### config.mk
export PLATFORM = sky130hd
export DESIGN_NAME = scsd_clock_sync
export DESIGN_NICKNAME = d
export VERILOG_FILES = /design/src/scsd_pkg.sv /design/src/scsd_clock_sync.sv
export SDC_FILE = /design/constraint.sdc
export NUM_CORES = 2
export LEC_CHECK = 0
export ABC_AREA = 1
export BUFFER_PORTS_ARGS = -buffer_cell sky130_fd_sc_hd__buf_2
export CORE_ASPECT_RATIO = 1.25
export CORE_MARGIN = 8
export CORE_UTILIZATION = 60
export DETAILED_ROUTE_END_ITERATION = 6
export HOLD_SLACK_MARGIN = 0.03
export PLACE_DENSITY = 0.8
export SYNTH_ARGS = -nofsm -noshare
export SYNTH_HDL_FRONTEND = slang
export SYNTH_SLANG_ARGS = --single-unit
### constraint.sdc
create_clock -name pclk -period 37.2 [get_ports pclk]
set_input_delay 0 -clock pclk [delete_from_list [all_inputs] [get_ports pclk]]
set_output_delay 0 -clock pclk [all_outputs]
set_load 0.02 [all_outputs]
### src/scsd_pkg.sv
package scsd_pkg;
    // Register byte offsets
    localparam logic [7:0] REG_CTRL = 8'h00;
    localparam logic [7:0] REG_ZONE = 8'h04;
    localparam logic [7:0] REG_OFFS = 8'h08;
    localparam logic [7:0] REG_AAIV = 8'h0c;
    localparam logic [7:0] REG_TIME = 8'h10;
    localparam logic [7:0] REG_DAY = 8'h14;
    localparam logic [7:0] REG_STAT = 8'h18;
    localparam logic [7:0] REG_DEV = 8'h1c;
    // Control fields
    localparam int CTRL_SEL_LSB = 32'h0;
    localparam int CTRL_SEL_MSB = 32'h2;
    localparam int CTRL_DST_BIT = 32'h3;
    localparam int CTRL_DRIFT_BIT = 32'h4;
    localparam logic [2:0] SEL_NONE = 3'h0;
    localparam logic [2:0] SEL_LAST = 3'h6;
    localparam logic DRIFT_LEAD = 1'h1;
    // Timing, in milliseconds unless named otherwise
    localparam int CLK_PERIOD_NS = 32'ha;
    localparam int NS_PER_MS = 32'hf4240;
    localparam int CYC_PER_MS_DEF = NS_PER_MS / CLK_PERIOD_NS;
    localparam int DAY_MS = 32'h05265c00;
    localparam int HALF_DAY_MS = DAY_MS / 2;
    localparam int MIN_MS = 32'hea60;
    localparam int HALF_MIN_MS = 32'h7530;
    localparam int HOUR_MS = 32'h36ee80;
    localparam int ZONE_UNIT_MS = 32'h8ca0;
    localparam int STEP_LIMIT_MS = 32'hfa0;
    localparam int SYNC_TIMEOUT_MS = 32'h15f90;
    localparam int PULSE_MIN_MS = 32'h32;
    // Value ranges
    localparam int DEV_SAT = 32'h7fff;
    localparam int FILT_LIM = 32'h7d;
    localparam int ZONE_LIM = 32'h5dc;
    localparam int OFFS_LIM = 32'h989680;
    localparam logic [19:0] AA_MAX_MS = 20'hf4240;
    localparam logic [19:0] AA_MIN_MS = 20'h003e8;
    // Reset values
    localparam logic [19:0] RST_AAIV = 20'h0;
    localparam logic [26:0] RST_TIME = 27'h0;
    localparam logic [15:0] RST_DAY = 16'h0;
    typedef enum logic [1:0] {
        SRC_INTERNAL = 2'b00,
        SRC_DI = 2'b01,
        SRC_PROTO = 2'b10,
        SRC_IRIG = 2'b11
    } scsd_src_e;
endpackage

### src/scsd_clock_sync.sv
// Behaviour
// (RULE_01) DI rising edge rounds clock to minute
// (RULE_02) Source holds pulse high 50 ms
// (RULE_03) Input select: none or six inputs
// (RULE_04) Under four seconds never step backwards
// (RULE_05) Internal source after 1.5 minutes silence
// (RULE_06) Each sync updates reported source
// (RULE_07) Source: internal, input, protocol, timecode
// (RULE_08) Sixteen-bit count of accepted syncs
// (RULE_09) Latest deviation in ms, saturated
// (RULE_10) Filtered deviation within 125 ms, applied
// (RULE_11) Filter smooths jitter between syncs
// (RULE_12) Signed offset added to sync time
// (RULE_13) Periodic 1 ms auto-adjust with sign
// (RULE_14) Learn interval and sign from deviations
// (RULE_15) Zone offset for network time
// (RULE_16) Summer time enable for network time
// (RULE_17) Accept both timecode formats
// (RULE_18) Pulse input delay configured zero
// (RULE_19) Correct softly toward zero deviation
// (RULE_20) Time write loads clock, restarts measurement
//
// Implementation choices: the address map and the APB interface to the registers.
`timescale 1ns/1ps
module scsd_clock_sync
    import scsd_pkg::*;
#(
    parameter int CYC_PER_MS = CYC_PER_MS_DEF,
    parameter bit IRIG_FITTED = 1'b1
) (
    input wire logic pclk,
    input wire logic presetn,
    input wire logic psel,
    input wire logic penable,
    input wire logic pwrite,
    input wire logic [7:0] paddr,
    input wire logic [31:0] pwdata,
    output logic [31:0] prdata,
    output logic pready,
    output logic pslverr,
    input wire logic [5:0] physical_inputs,
    input wire logic proto_valid,
    input wire logic proto_is_sntp,
    input wire logic [26:0] proto_time_ms,
    input wire logic irig_valid,
    input wire logic [26:0] irig_time_ms,
    output logic [26:0] time_of_day_ms,
    output logic [15:0] day_count,
    output logic [1:0] active_sync_source
);
    localparam int CW = $clog2(CYC_PER_MS);

    function automatic logic signed [31:0] sat(input logic signed [31:0] v, input int lim);
        if (v > lim) return lim;
        if (v < -lim) return -lim;
        return v;
    endfunction

    function automatic logic signed [31:0] day_norm(input logic signed [31:0] v);
        if (v >= DAY_MS) return v - DAY_MS;
        if (v < 0) return v + DAY_MS;
        return v;
    endfunction

    function automatic logic [27:0] adv(input logic [26:0] t, input logic [1:0] n);
        logic [27:0] s;
        s = {1'b0, t} + {26'h0, n};
        if (s >= 28'(DAY_MS)) return {1'b1, 27'(s - 28'(DAY_MS))};
        return {1'b0, s[26:0]};
    endfunction

    logic [31:0] prdata_ff;
    logic pready_ff;
    logic pslverr_ff;
    logic [2:0] pulse_sync_input_select;
    logic summer_time_enable;
    logic drift_sign;
    logic signed [15:0] zone_offset_hours;
    logic signed [31:0] sync_offset_comp;
    logic [19:0] autoadjust_interval;
    logic [26:0] time_ff;
    logic [15:0] day_ff;
    logic signed [15:0] corr_ff;
    logic [CW-1:0] cyc_ff;
    logic [19:0] aa_cnt_ff;
    logic [16:0] since_ff;
    scsd_src_e src_ff;
    logic [15:0] sync_event_count;
    logic signed [15:0] dev_ff;
    logic signed [15:0] last_dev_ff;
    logic signed [7:0] filtered_deviation_ms;
    logic di_prev_ff;
    logic apb_wr;
    logic time_wr;
    logic addr_hit;
    logic [31:0] rd_data;
    logic ms_tick;
    logic aa_fire;
    logic di_lvl;
    logic di_evt;
    logic irig_evt;
    logic sync_evt;
    scsd_src_e evt_src;
    logic [16:0] rem;
    logic signed [31:0] t_s;
    logic signed [31:0] ref_raw;
    logic signed [31:0] ref_n;
    logic signed [31:0] dev_w;
    logic signed [31:0] dev_sat;
    logic signed [31:0] filt_calc;
    logic big;
    logic learn;
    logic [27:0] stepped;
    logic [26:0] nxt_time;
    logic [15:0] nxt_day;
    logic signed [15:0] nxt_corr;

    assign prdata = prdata_ff;
    assign pready = pready_ff;
    assign pslverr = pslverr_ff;
    assign time_of_day_ms = time_ff;
    assign day_count = day_ff;
    assign active_sync_source = src_ff;

    // APB slave: one wait-free access phase, error on unmapped address
    assign apb_wr = psel && penable && pwrite && pready_ff;
    assign time_wr = apb_wr && paddr == REG_TIME && pwdata < 32'(DAY_MS);
    assign addr_hit = paddr[1:0] == 2'h0 && paddr <= REG_DEV;

    always_comb begin
        case (paddr)
            REG_CTRL: rd_data = {27'h0, drift_sign, summer_time_enable, pulse_sync_input_select};
            REG_ZONE: rd_data = {{16{zone_offset_hours[15]}}, zone_offset_hours};
            REG_OFFS: rd_data = sync_offset_comp;
            REG_AAIV: rd_data = {12'h0, autoadjust_interval};
            REG_TIME: rd_data = {5'h0, time_ff};
            REG_DAY: rd_data = {16'h0, day_ff};
            REG_STAT: rd_data = {sync_event_count, 14'h0, src_ff};
            REG_DEV: rd_data = {{8{filtered_deviation_ms[7]}}, filtered_deviation_ms, dev_ff};
            default: rd_data = 32'h0;
        endcase
    end

    always_ff @(posedge pclk or negedge presetn) begin
        if (!presetn) begin
            pready_ff <= 1'b0;
            pslverr_ff <= 1'b0;
            prdata_ff <= 32'h0;
        end else begin
            pready_ff <= psel && !penable && !pready_ff;
            pslverr_ff <= psel && !penable && !pready_ff && !addr_hit;
            if (psel && !penable) begin
                prdata_ff <= addr_hit ? rd_data : 32'h0;
            end
        end
    end

    always_ff @(posedge pclk or negedge presetn) begin
        if (!presetn) begin
            pulse_sync_input_select <= SEL_NONE;
            summer_time_enable <= 1'b0;
            zone_offset_hours <= 16'sh0;
            sync_offset_comp <= 32'sh0;
        end else if (apb_wr) begin
            if (paddr == REG_CTRL) begin
                pulse_sync_input_select <= pwdata[2:0] > SEL_LAST ? SEL_NONE : pwdata[CTRL_SEL_MSB:CTRL_SEL_LSB];
                summer_time_enable <= pwdata[CTRL_DST_BIT];
            end
            if (paddr == REG_ZONE) begin
                zone_offset_hours <= 16'(sat(signed'(pwdata), ZONE_LIM));
            end
            if (paddr == REG_OFFS) begin
                sync_offset_comp <= sat(signed'(pwdata), OFFS_LIM);
            end
        end
    end

    // Millisecond base and auto-adjust interval
    assign ms_tick = cyc_ff == CW'(CYC_PER_MS - 1);
    assign aa_fire = ms_tick && autoadjust_interval != 20'h0 && aa_cnt_ff >= autoadjust_interval - 20'h1;

    always_ff @(posedge pclk or negedge presetn) begin
        if (!presetn) begin
            cyc_ff <= '0;
            aa_cnt_ff <= 20'h0;
        end else begin
            cyc_ff <= ms_tick ? '0 : cyc_ff + CW'(1);
            if (autoadjust_interval == 20'h0 || aa_fire) begin
                aa_cnt_ff <= 20'h0;
            end else if (ms_tick) begin
                aa_cnt_ff <= aa_cnt_ff + 20'h1;
            end
        end
    end

    // Sync events; pulse input wins over timecode, timecode over protocol
    always_comb begin
        di_lvl = 1'b0;
        if (pulse_sync_input_select != SEL_NONE) begin // RULE_03
            di_lvl = physical_inputs[pulse_sync_input_select - 3'h1];
        end
    end
    assign di_evt = di_lvl && !di_prev_ff; // RULE_01
    assign irig_evt = IRIG_FITTED && irig_valid; // RULE_17
    assign sync_evt = di_evt || irig_evt || proto_valid;

    always_comb begin
        t_s = signed'({5'h0, time_ff});
        rem = 17'(time_ff % 27'(MIN_MS));
        evt_src = SRC_PROTO;
        if (di_evt) begin
            evt_src = SRC_DI;
            ref_raw = t_s - signed'({15'h0, rem}); // RULE_01
            if (rem >= 17'(HALF_MIN_MS)) begin
                ref_raw = ref_raw + MIN_MS;
            end
        end else if (irig_evt) begin
            evt_src = SRC_IRIG;
            ref_raw = signed'({5'h0, irig_time_ms});
        end else begin
            ref_raw = signed'({5'h0, proto_time_ms});
            if (proto_is_sntp) begin
                ref_raw = ref_raw + zone_offset_hours * ZONE_UNIT_MS; // RULE_15
                if (summer_time_enable) begin
                    ref_raw = ref_raw + HOUR_MS; // RULE_16
                end
            end
        end
        ref_n = day_norm(day_norm(ref_raw + sync_offset_comp)); // RULE_12
        dev_w = t_s - ref_n;
        if (dev_w > HALF_DAY_MS) begin
            dev_w = dev_w - DAY_MS;
        end else if (dev_w < -HALF_DAY_MS) begin
            dev_w = dev_w + DAY_MS;
        end
        dev_sat = sat(dev_w, DEV_SAT); // RULE_09
        filt_calc = sat((dev_sat + last_dev_ff) >>> 1, FILT_LIM); // RULE_11
    end
    assign big = dev_w >= STEP_LIMIT_MS || dev_w <= -STEP_LIMIT_MS; // RULE_04
    assign learn = sync_evt && !big && dev_sat != 32'sh0;

    // Clock update: positive correction holds time, negative advances by two
    always_comb begin
        nxt_corr = corr_ff;
        stepped = adv(time_ff, 2'h0);
        if (ms_tick) begin
            if (corr_ff > 16'sh0) begin
                nxt_corr = corr_ff - 16'sh1; // RULE_04
            end else if (corr_ff < 16'sh0) begin
                nxt_corr = corr_ff + 16'sh1;
                stepped = adv(time_ff, 2'h2);
            end else begin
                stepped = adv(time_ff, 2'h1);
            end
            if (aa_fire) begin
                nxt_corr = drift_sign == DRIFT_LEAD ? nxt_corr + 16'sh1 : nxt_corr - 16'sh1; // RULE_13
            end
        end
        nxt_time = stepped[26:0];
        nxt_day = day_ff + {15'h0, stepped[27]};
        if (sync_evt) begin
            if (big) begin
                nxt_time = ref_n[26:0];
                nxt_corr = 16'sh0;
            end else begin
                nxt_corr = nxt_corr + 16'(filt_calc); // RULE_19
            end
        end
        if (time_wr) begin
            nxt_time = pwdata[26:0]; // RULE_20
            nxt_corr = 16'sh0;
        end
        if (apb_wr && paddr == REG_DAY) begin
            nxt_day = pwdata[15:0];
        end
    end

    always_ff @(posedge pclk or negedge presetn) begin
        if (!presetn) begin
            time_ff <= RST_TIME;
            day_ff <= RST_DAY;
            corr_ff <= 16'sh0;
        end else begin
            time_ff <= nxt_time;
            day_ff <= nxt_day;
            corr_ff <= nxt_corr;
        end
    end

    // Deviation reporting and filter history
    always_ff @(posedge pclk or negedge presetn) begin
        if (!presetn) begin
            dev_ff <= 16'sh0;
            last_dev_ff <= 16'sh0;
            filtered_deviation_ms <= 8'sh0;
            di_prev_ff <= 1'b0;
        end else begin
            di_prev_ff <= di_lvl;
            if (time_wr) begin
                last_dev_ff <= 16'sh0; // RULE_20
                filtered_deviation_ms <= 8'sh0;
            end else if (sync_evt) begin
                dev_ff <= 16'(dev_sat); // RULE_09
                last_dev_ff <= big ? 16'sh0 : 16'(dev_sat);
                filtered_deviation_ms <= big ? 8'sh0 : 8'(filt_calc); // RULE_10
            end
        end
    end

    // Source indicator, silence timer and event count
    always_ff @(posedge pclk or negedge presetn) begin
        if (!presetn) begin
            src_ff <= SRC_INTERNAL;
            since_ff <= 17'h0;
            sync_event_count <= 16'h0;
        end else begin
            if (sync_evt) begin
                src_ff <= evt_src; // RULE_06
                since_ff <= 17'h0;
                sync_event_count <= sync_event_count + 16'h1; // RULE_08
            end else begin
                if (ms_tick && since_ff < 17'(SYNC_TIMEOUT_MS)) begin
                    since_ff <= since_ff + 17'h1;
                end
                if (since_ff >= 17'(SYNC_TIMEOUT_MS)) begin
                    src_ff <= SRC_INTERNAL; // RULE_05 RULE_07
                end
            end
        end
    end

    // Auto-adjust setting, written by software and learned from syncs
    always_ff @(posedge pclk or negedge presetn) begin
        if (!presetn) begin
            autoadjust_interval <= RST_AAIV;
            drift_sign <= 1'b0;
        end else begin
            if (apb_wr && paddr == REG_CTRL) begin
                drift_sign <= pwdata[CTRL_DRIFT_BIT];
            end
            if (apb_wr && paddr == REG_AAIV) begin
                autoadjust_interval <= pwdata > {12'h0, AA_MAX_MS} ? AA_MAX_MS : pwdata[19:0];
            end
            if (learn) begin
                if (autoadjust_interval == 20'h0) begin
                    drift_sign <= dev_sat > 32'sh0; // RULE_14
                    autoadjust_interval <= AA_MAX_MS;
                end else if (drift_sign == (dev_sat > 32'sh0)) begin
                    autoadjust_interval <= autoadjust_interval - (autoadjust_interval >> 2) < AA_MIN_MS ?
                        AA_MIN_MS : autoadjust_interval - (autoadjust_interval >> 2);
                end else if (autoadjust_interval > (AA_MAX_MS >> 1)) begin
                    autoadjust_interval <= 20'h0;
                end else begin
                    autoadjust_interval <= autoadjust_interval << 1;
                end
            end
        end
    end
endmodule

Word-level counts from Yosys, hierarchy flattened
Index checks and enable logic that the tools add are counted.
Storage, ports and cells
  word-level logic and storage cells: 258
  flip-flop bits (word level): 279
Cells by class
  add/subtract/negate cells: 31
  bitwise gates (word level): 1
  multipliers: 1
  reductions and logical operators: 42
  equal/unequal tests: 9
  mux-type cells: 119
  $lt $le $gt $ge: 33
  divide/modulo/power cells: 1
Operators by type and width (count)
  32-bit 2-to-1 mux: 24
  16-bit 2-to-1 mux: 21
  32-bit one-hot mux with 8 select lines: 1
  28-bit 2-to-1 mux: 9
  20-bit 2-to-1 mux: 9
  32-bit by 28-bit adder with 32-bit output (second input constant): 3
  32-bit by 28-bit subtractor with 32-bit output (second input constant): 3
  27-bit 2-to-1 mux: 3
  27-bit subtractor (second input constant): 3
  32-bit by 28-bit greater-or-equal comparator with 1-bit output (second input constant): 2
  32-bit by 1-bit less-than comparator with 1-bit output (second input constant): 2
  32-bit by 27-bit less-than comparator with 1-bit output (second input constant): 2
  28-bit by 27-bit greater-or-equal comparator with 1-bit output (second input constant): 2
  17-bit 2-to-1 mux: 3
  1-bit 2-to-1 mux: 41
  17-bit by 1-bit adder with 17-bit output (second input constant): 2
  16-bit by 2-bit adder with 16-bit output (second input constant): 2
  28-bit by 32-bit adder with 32-bit output: 1
  32-bit by 16-bit adder with 32-bit output: 1
  32-bit by 23-bit adder with 32-bit output (second input constant): 1
  32-bit adder: 1
  8-bit by 5-bit == test with 1-bit output (second input constant): 4
  32-bit by 13-bit greater-or-equal comparator with 1-bit output (second input constant): 1
  32-bit by 1-bit greater-than comparator with 1-bit output (second input constant): 1
  other kinds (58): 95

Depth between registers and ports, before layout
  depth in word-level cells: 37
  depth in mapped cells: 258
  mapped depth without buffers: 247

Worst setup path after synthesis
OpenSTA, ideal clock, no wires.
  path type: reg2reg
  from: register time_ff[21] (netlist: time_of_day_ms[21])
  to: register corr_ff[15]
  data arrival time: 26.647 ns
  period minus slack after synthesis: 26.763 ns
  required time: 37.084 ns
  setup slack: 10.437 ns
  cell stages (with the launch flop): 241
  cells stage by stage: dfrtp_1 buf_6 clkinv_1 nand2_2 nor2_4 nand2_4 nand2_4 nand3_4 buf_8 nand2_2 nand2_4 a21oi_2 nand2_2 nand2_4 nand2_8 nand3_1 nand2_1 nand2_2 [... 205 more ...] nand2_1 a21oi_1 o21bai_1 a21oi_1 o21bai_1 a21oi_1 o21ai_0 a21oi_1 o21ai_0 a21oi_1 o21bai_1 nand2_1 nand2_1 a21oi_1 xor2_1 xor2_1 nand2_1 nand2_1
On the way
  longest elaborated chain between the ends: 35
  elaborated cells between the ends (all ways): 60
Ends and longest elaborated chain
  start: declaration: line scsd_clock_sync.sv:81  | logic [26:0] time_ff;
  start signal: assignment: line scsd_clock_sync.sv:284  | time_ff <= nxt_time;
  27-bit by 16-bit remainder unit with 27-bit output: line scsd_clock_sync.sv:209  | rem = 17'(time_ff % 27'(MIN_MS));
  27-bit by 17-bit subtractor with 28-bit output: line scsd_clock_sync.sv:213  | ref_raw = t_s - signed'({15'h0, rem});
  28-bit by 17-bit adder with 29-bit output: line scsd_clock_sync.sv:215  | ref_raw = ref_raw + MIN_MS;
  32-bit 2-to-1 mux: line scsd_clock_sync.sv:214  | if (rem >= 17'(HALF_MIN_MS)) begin
  32-bit 2-to-1 mux: line scsd_clock_sync.sv:211  | if (di_evt) begin
  32-bit adder: line scsd_clock_sync.sv:229  | ref_n = day_norm(day_norm(ref_raw + sync_offset_comp));
  32-bit by 28-bit subtractor with 32-bit output or 32-bit by 1-bit less-than comparator with 1-bit output (tied branches): line scsd_clock_sync.sv:60, scsd_clock_sync.sv:61
  32-bit 2-to-1 mux or 1-bit 2-to-1 mux (tied branches): line scsd_clock_sync.sv:60, scsd_clock_sync.sv:61
  [... 17 more ...]
  net dev_sat[1]: line scsd_clock_sync.sv:109  | logic signed [31:0] dev_sat;
  [... 2 more ...]
  1-bit 2-to-1 mux (2 in a row): line scsd_clock_sync.sv:55  | if (v < -lim) return -lim;
  16-bit 2-to-1 mux: line scsd_clock_sync.sv:56  | return v;
  16-bit 2-to-1 mux *: line scsd_clock_sync.sv:55
  16-bit adder *: line scsd_clock_sync.sv:266  | nxt_corr = nxt_corr + 16'(filt_calc);
  16-bit 2-to-1 mux *: line scsd_clock_sync.sv:262  | if (big) begin
  16-bit 2-to-1 mux *: line scsd_clock_sync.sv:261  | if (sync_evt) begin
  16-bit 2-to-1 mux *: line scsd_clock_sync.sv:269  | if (time_wr) begin
  net nxt_corr[15]: line scsd_clock_sync.sv:116  | logic signed [15:0] nxt_corr;
  end signal: assignment: line scsd_clock_sync.sv:286  | corr_ff <= nxt_corr;
  end: declaration: line scsd_clock_sync.sv:83  | logic signed [15:0] corr_ff;
Mark *: on every way through the listed nets, which the timed path passes. The rest lies on a longest branch. The select of a mux whose other input is x is not followed.
A chain may end at the register's enable or synchronous reset.

Worst setup path in the final report
Ends and elaborated chain as after synthesis.

==> results.json <==
{
  "rsz0062_at_grt": "false",
  "yosysMostFrequentCell": "nand2_1",
  "grt_busiest_layer": "met2",
  "n_fill_cell": 7117,
  "dp_hpwl_mm": 137,
  "gp_congestion": 1.07,
  "finClkSkew_ps": 31.5,
  "die_height_um": 325,
  "ys_seq_area_share_pct": 15.2,
  "wire_per_inst_um": 20.9,
  "min_period_over_period_pct": 88.8,
  "worstPathArrival_ps": 33530,
  "synth_top_area_share_pct": 15.2,
  "hp-class": "in -> async",
  "synth_warnings": 0,
  "clk_pin_slew_worst_paths_ps": 60,
  "syn2layout_area_growth_pct": 6.34,
  "maxCapViolCount": 1,
  "reg2reg_slack_ps": 4170,
  "synth_commonest_cells": "1474 x nand2_1, 931 x inv_1, 580 x nor2_1",
  "crit_path_max_incr_delay_ps": 610,
  "cts_inserted_buffers": 29,
  "slew_violations": 2,
  "drive_gt1_share_pct": 14.9,
  "start_kind": "flop",
  "syn_nets": 7490,
  "grtUsageTotal_pct": 38.0,
  "cp.required_ps": 37700,
  "grt_pass1_wl_mm": 263,
  "htree_levels": 1,
  "setup_viol": 0,
  "synth_edf_count": 0,
  "grt_use_met1_pct": 45.8,
  "cts_tree": "built",
  "use_met3_pct": 8.26,
  "crit_type": "reg -> reg",
  "crit_path_max_fanout": 27,
  "setup_tns_ps": 0,
  "cts_buffer_depth": 3,
  "slowest_stage": "dfrtp_1",
  "synthArstFlopShare_pct": 100,
  "synth_area_leaders": "dfrtp_1 15%, nand2_1 12%, ha_1 8.1%",
  "num_vias": 49700,
  "first_global_vias": 46900,
  "clk_latency_ps": 620,
  "via_per_inst": 6.07,
  "min_period_ps": 33030,
  "die_x_um": 263,
  "fmax_ghz": 0.0303,
  "violations": "max-capacitance violations, max-slew violations",
  "cp_common_cell": "nand2_1",
  "avgSynthCellArea_um2": 6.52,
  "use_met2_pct": 61.9,
  "synth_cells": 7041,
  "synth_top_area_cell": "dfrtp_1",
  "antenna_found_initial": 16,
  "port-buffer-count": 186,
  "core_mm2": 0.0759,
  "relSlewSlack_pct": -2.25,
  "clockRootBuffer": "clkbuf_16",
  "drt_iter0_markers": 5424,
  "fin_nets": 7634,
  "cts-resized-gates": 0,
  "cts_num_sinks": 279,
  "core.rowCount": 113,
  "hold_viol": 0,
  "ant_nets": 0,
  "ys_types": 98,
  "grt_max_degree": 162,
  "ys.flop_type": "dfrtp_1",
  "netlist_area_mm2": 0.0459,
  "worst_pin_slew_ps": 1510,
  "grt_remaining_overflow": 0,
  "dr.pass1.iters": 7,
  "reg2regPathDepth": 223,
  "ios": 187,
  "drcViolationCount": 0,
  "ys_ff_latch": 279,
  "start_util_pct": 60.5,
  "status": "complete, but fails checks",
  "post_cts_buffers": 0,
  "end_kind": "flop",
  "routed_wirelength_mm": 171,
  "die-area_mm2": 0.0857
}
repair_timing:
action | CTS | global route
hold endpoints to repair | 242 | 0
setup endpoints to repair | 0 | 0
hold buffers | 43 | 0
layout by cell type, fill, tap and decap left out, drive strengths merged, types with 14 or more instances in the layout:
| cell | synthesis | final |
|---|---|---|
| nand2 | 1931 | 1931 |
| inv | 997 | 1001 |
| nor2 | 677 | 677 |
| nand3 | 603 | 603 |
| o21ai | 478 | 478 |
| a21oi | 435 | 435 |
| xor2 | 313 | 313 |
| ha | 298 | 298 |
| dfrtp | 279 | 279 |
| buf | 48 | 233 |
| nand4 | 133 | 133 |
| nor3 | 108 | 108 |
| xnor2 | 84 | 84 |
| o22ai | 61 | 61 |
| nor4 | 58 | 58 |
| fa | 43 | 43 |
| dlygate4sd3 | 0 | 43 |
| clkinv | 34 | 41 |
| o211ai | 37 | 37 |
| o21bai | 37 | 37 |
| clkbuf | 115 | 36 |
| nand3b | 28 | 28 |
| a31oi | 27 | 27 |
| o221ai | 22 | 22 |
| a221oi | 21 | 21 |
| o31ai | 18 | 18 |
| or2 | 18 | 18 |
| a211oi | 17 | 17 |
| diode | 0 | 14 |
routing by layer:
layer	routed length, µm	part of all wire (%)	up-vias
met5	75	0.044	-
met4	12300	7.2	10
met1	65900	38	22900
met2	76100	44	2618
li1	-	-	23500
met3	17100	10	675
area by class of cell:
type                            count  area [µm²]  share of cell area (%)
Multi-Input combinational cell   5567       33900                    69.3
Sequential cell                   279        6980                    14.3
Inverter                         1032        3970                    8.12
Timing Repair Buffer              276        1740                    3.56
Tap cell                          977        1220                    2.50
Clock buffer                       36         792                    1.62
Clock inverter                     16         246                   0.505
Antenna cell                       14        35.0                  0.0717
final timing paths:
kind / startpoint / end
hold reg to reg: prdata[18] / prdata[18]
hold / removal: presetn / cyc_ff[0]
setup / recovery: time_of_day_ms[21] / corr_ff[15]
min in group pclk: pwdata[1] / pulse_sync_input_select[1]
max in group asynchronous: presetn / prdata[29]
setup reg to reg: time_of_day_ms[21] / corr_ff[15]
worst max-delay path, delay by kind of cell (launching register included):
kind	cells	cell delay, ps
simple gates	138	16370
compound gates	50	9130
buf+inv	22	2840
fa+ha+maj	8	2740
xor+xnor	5	1150
flops	1	610
cell families after synthesis:
| group | Yosys count | synth area share, % |
|---|---|---|
| simple gates | 3574 | 39.9 |
| mux | 4 | 0.0872 |
| other cells | 1 | 0.00817 |
| fa+ha+maj | 341 | 9.99 |
| flops | 279 | 15.2 |
| buf+inv | 1195 | 11.1 |
| xor+xnor | 397 | 7.78 |
| compound gates | 1250 | 15.9 |
stage by stage:
stage | std cells | worst slack [ps] | cell area [µm²] | hold slack (ps) | util (%)
final | 8197 | 4170 | 48800 | 81.6 | 64.3
after global routing | 8187 | 650 | 48800 | 179 | 64.3
after CTS | 8183 | 4650 | 48800 | 112 | 64.3
after detailed placement | 8088 | 4730 | 47300 | 166 | 62.3
after global placement | 8088 | 5500 | 47300 | 156 | 62.3
after floorplan | 7041 | 10440 | 45900 | -296 | -
state kept, by name, indices dropped and copies added, names as in the netlist, 17 cells and up:
name and flops:
aa_cnt_ff 20, autoadjust_interval 20, cyc_ff 17, prdata 32
since_ff 17, sync_offset_comp 32, time_of_day_ms 27
Power is left out: the tool's default activity adds up to more than one toggle a clock period on the data nets, which glitch-free logic cannot reach.
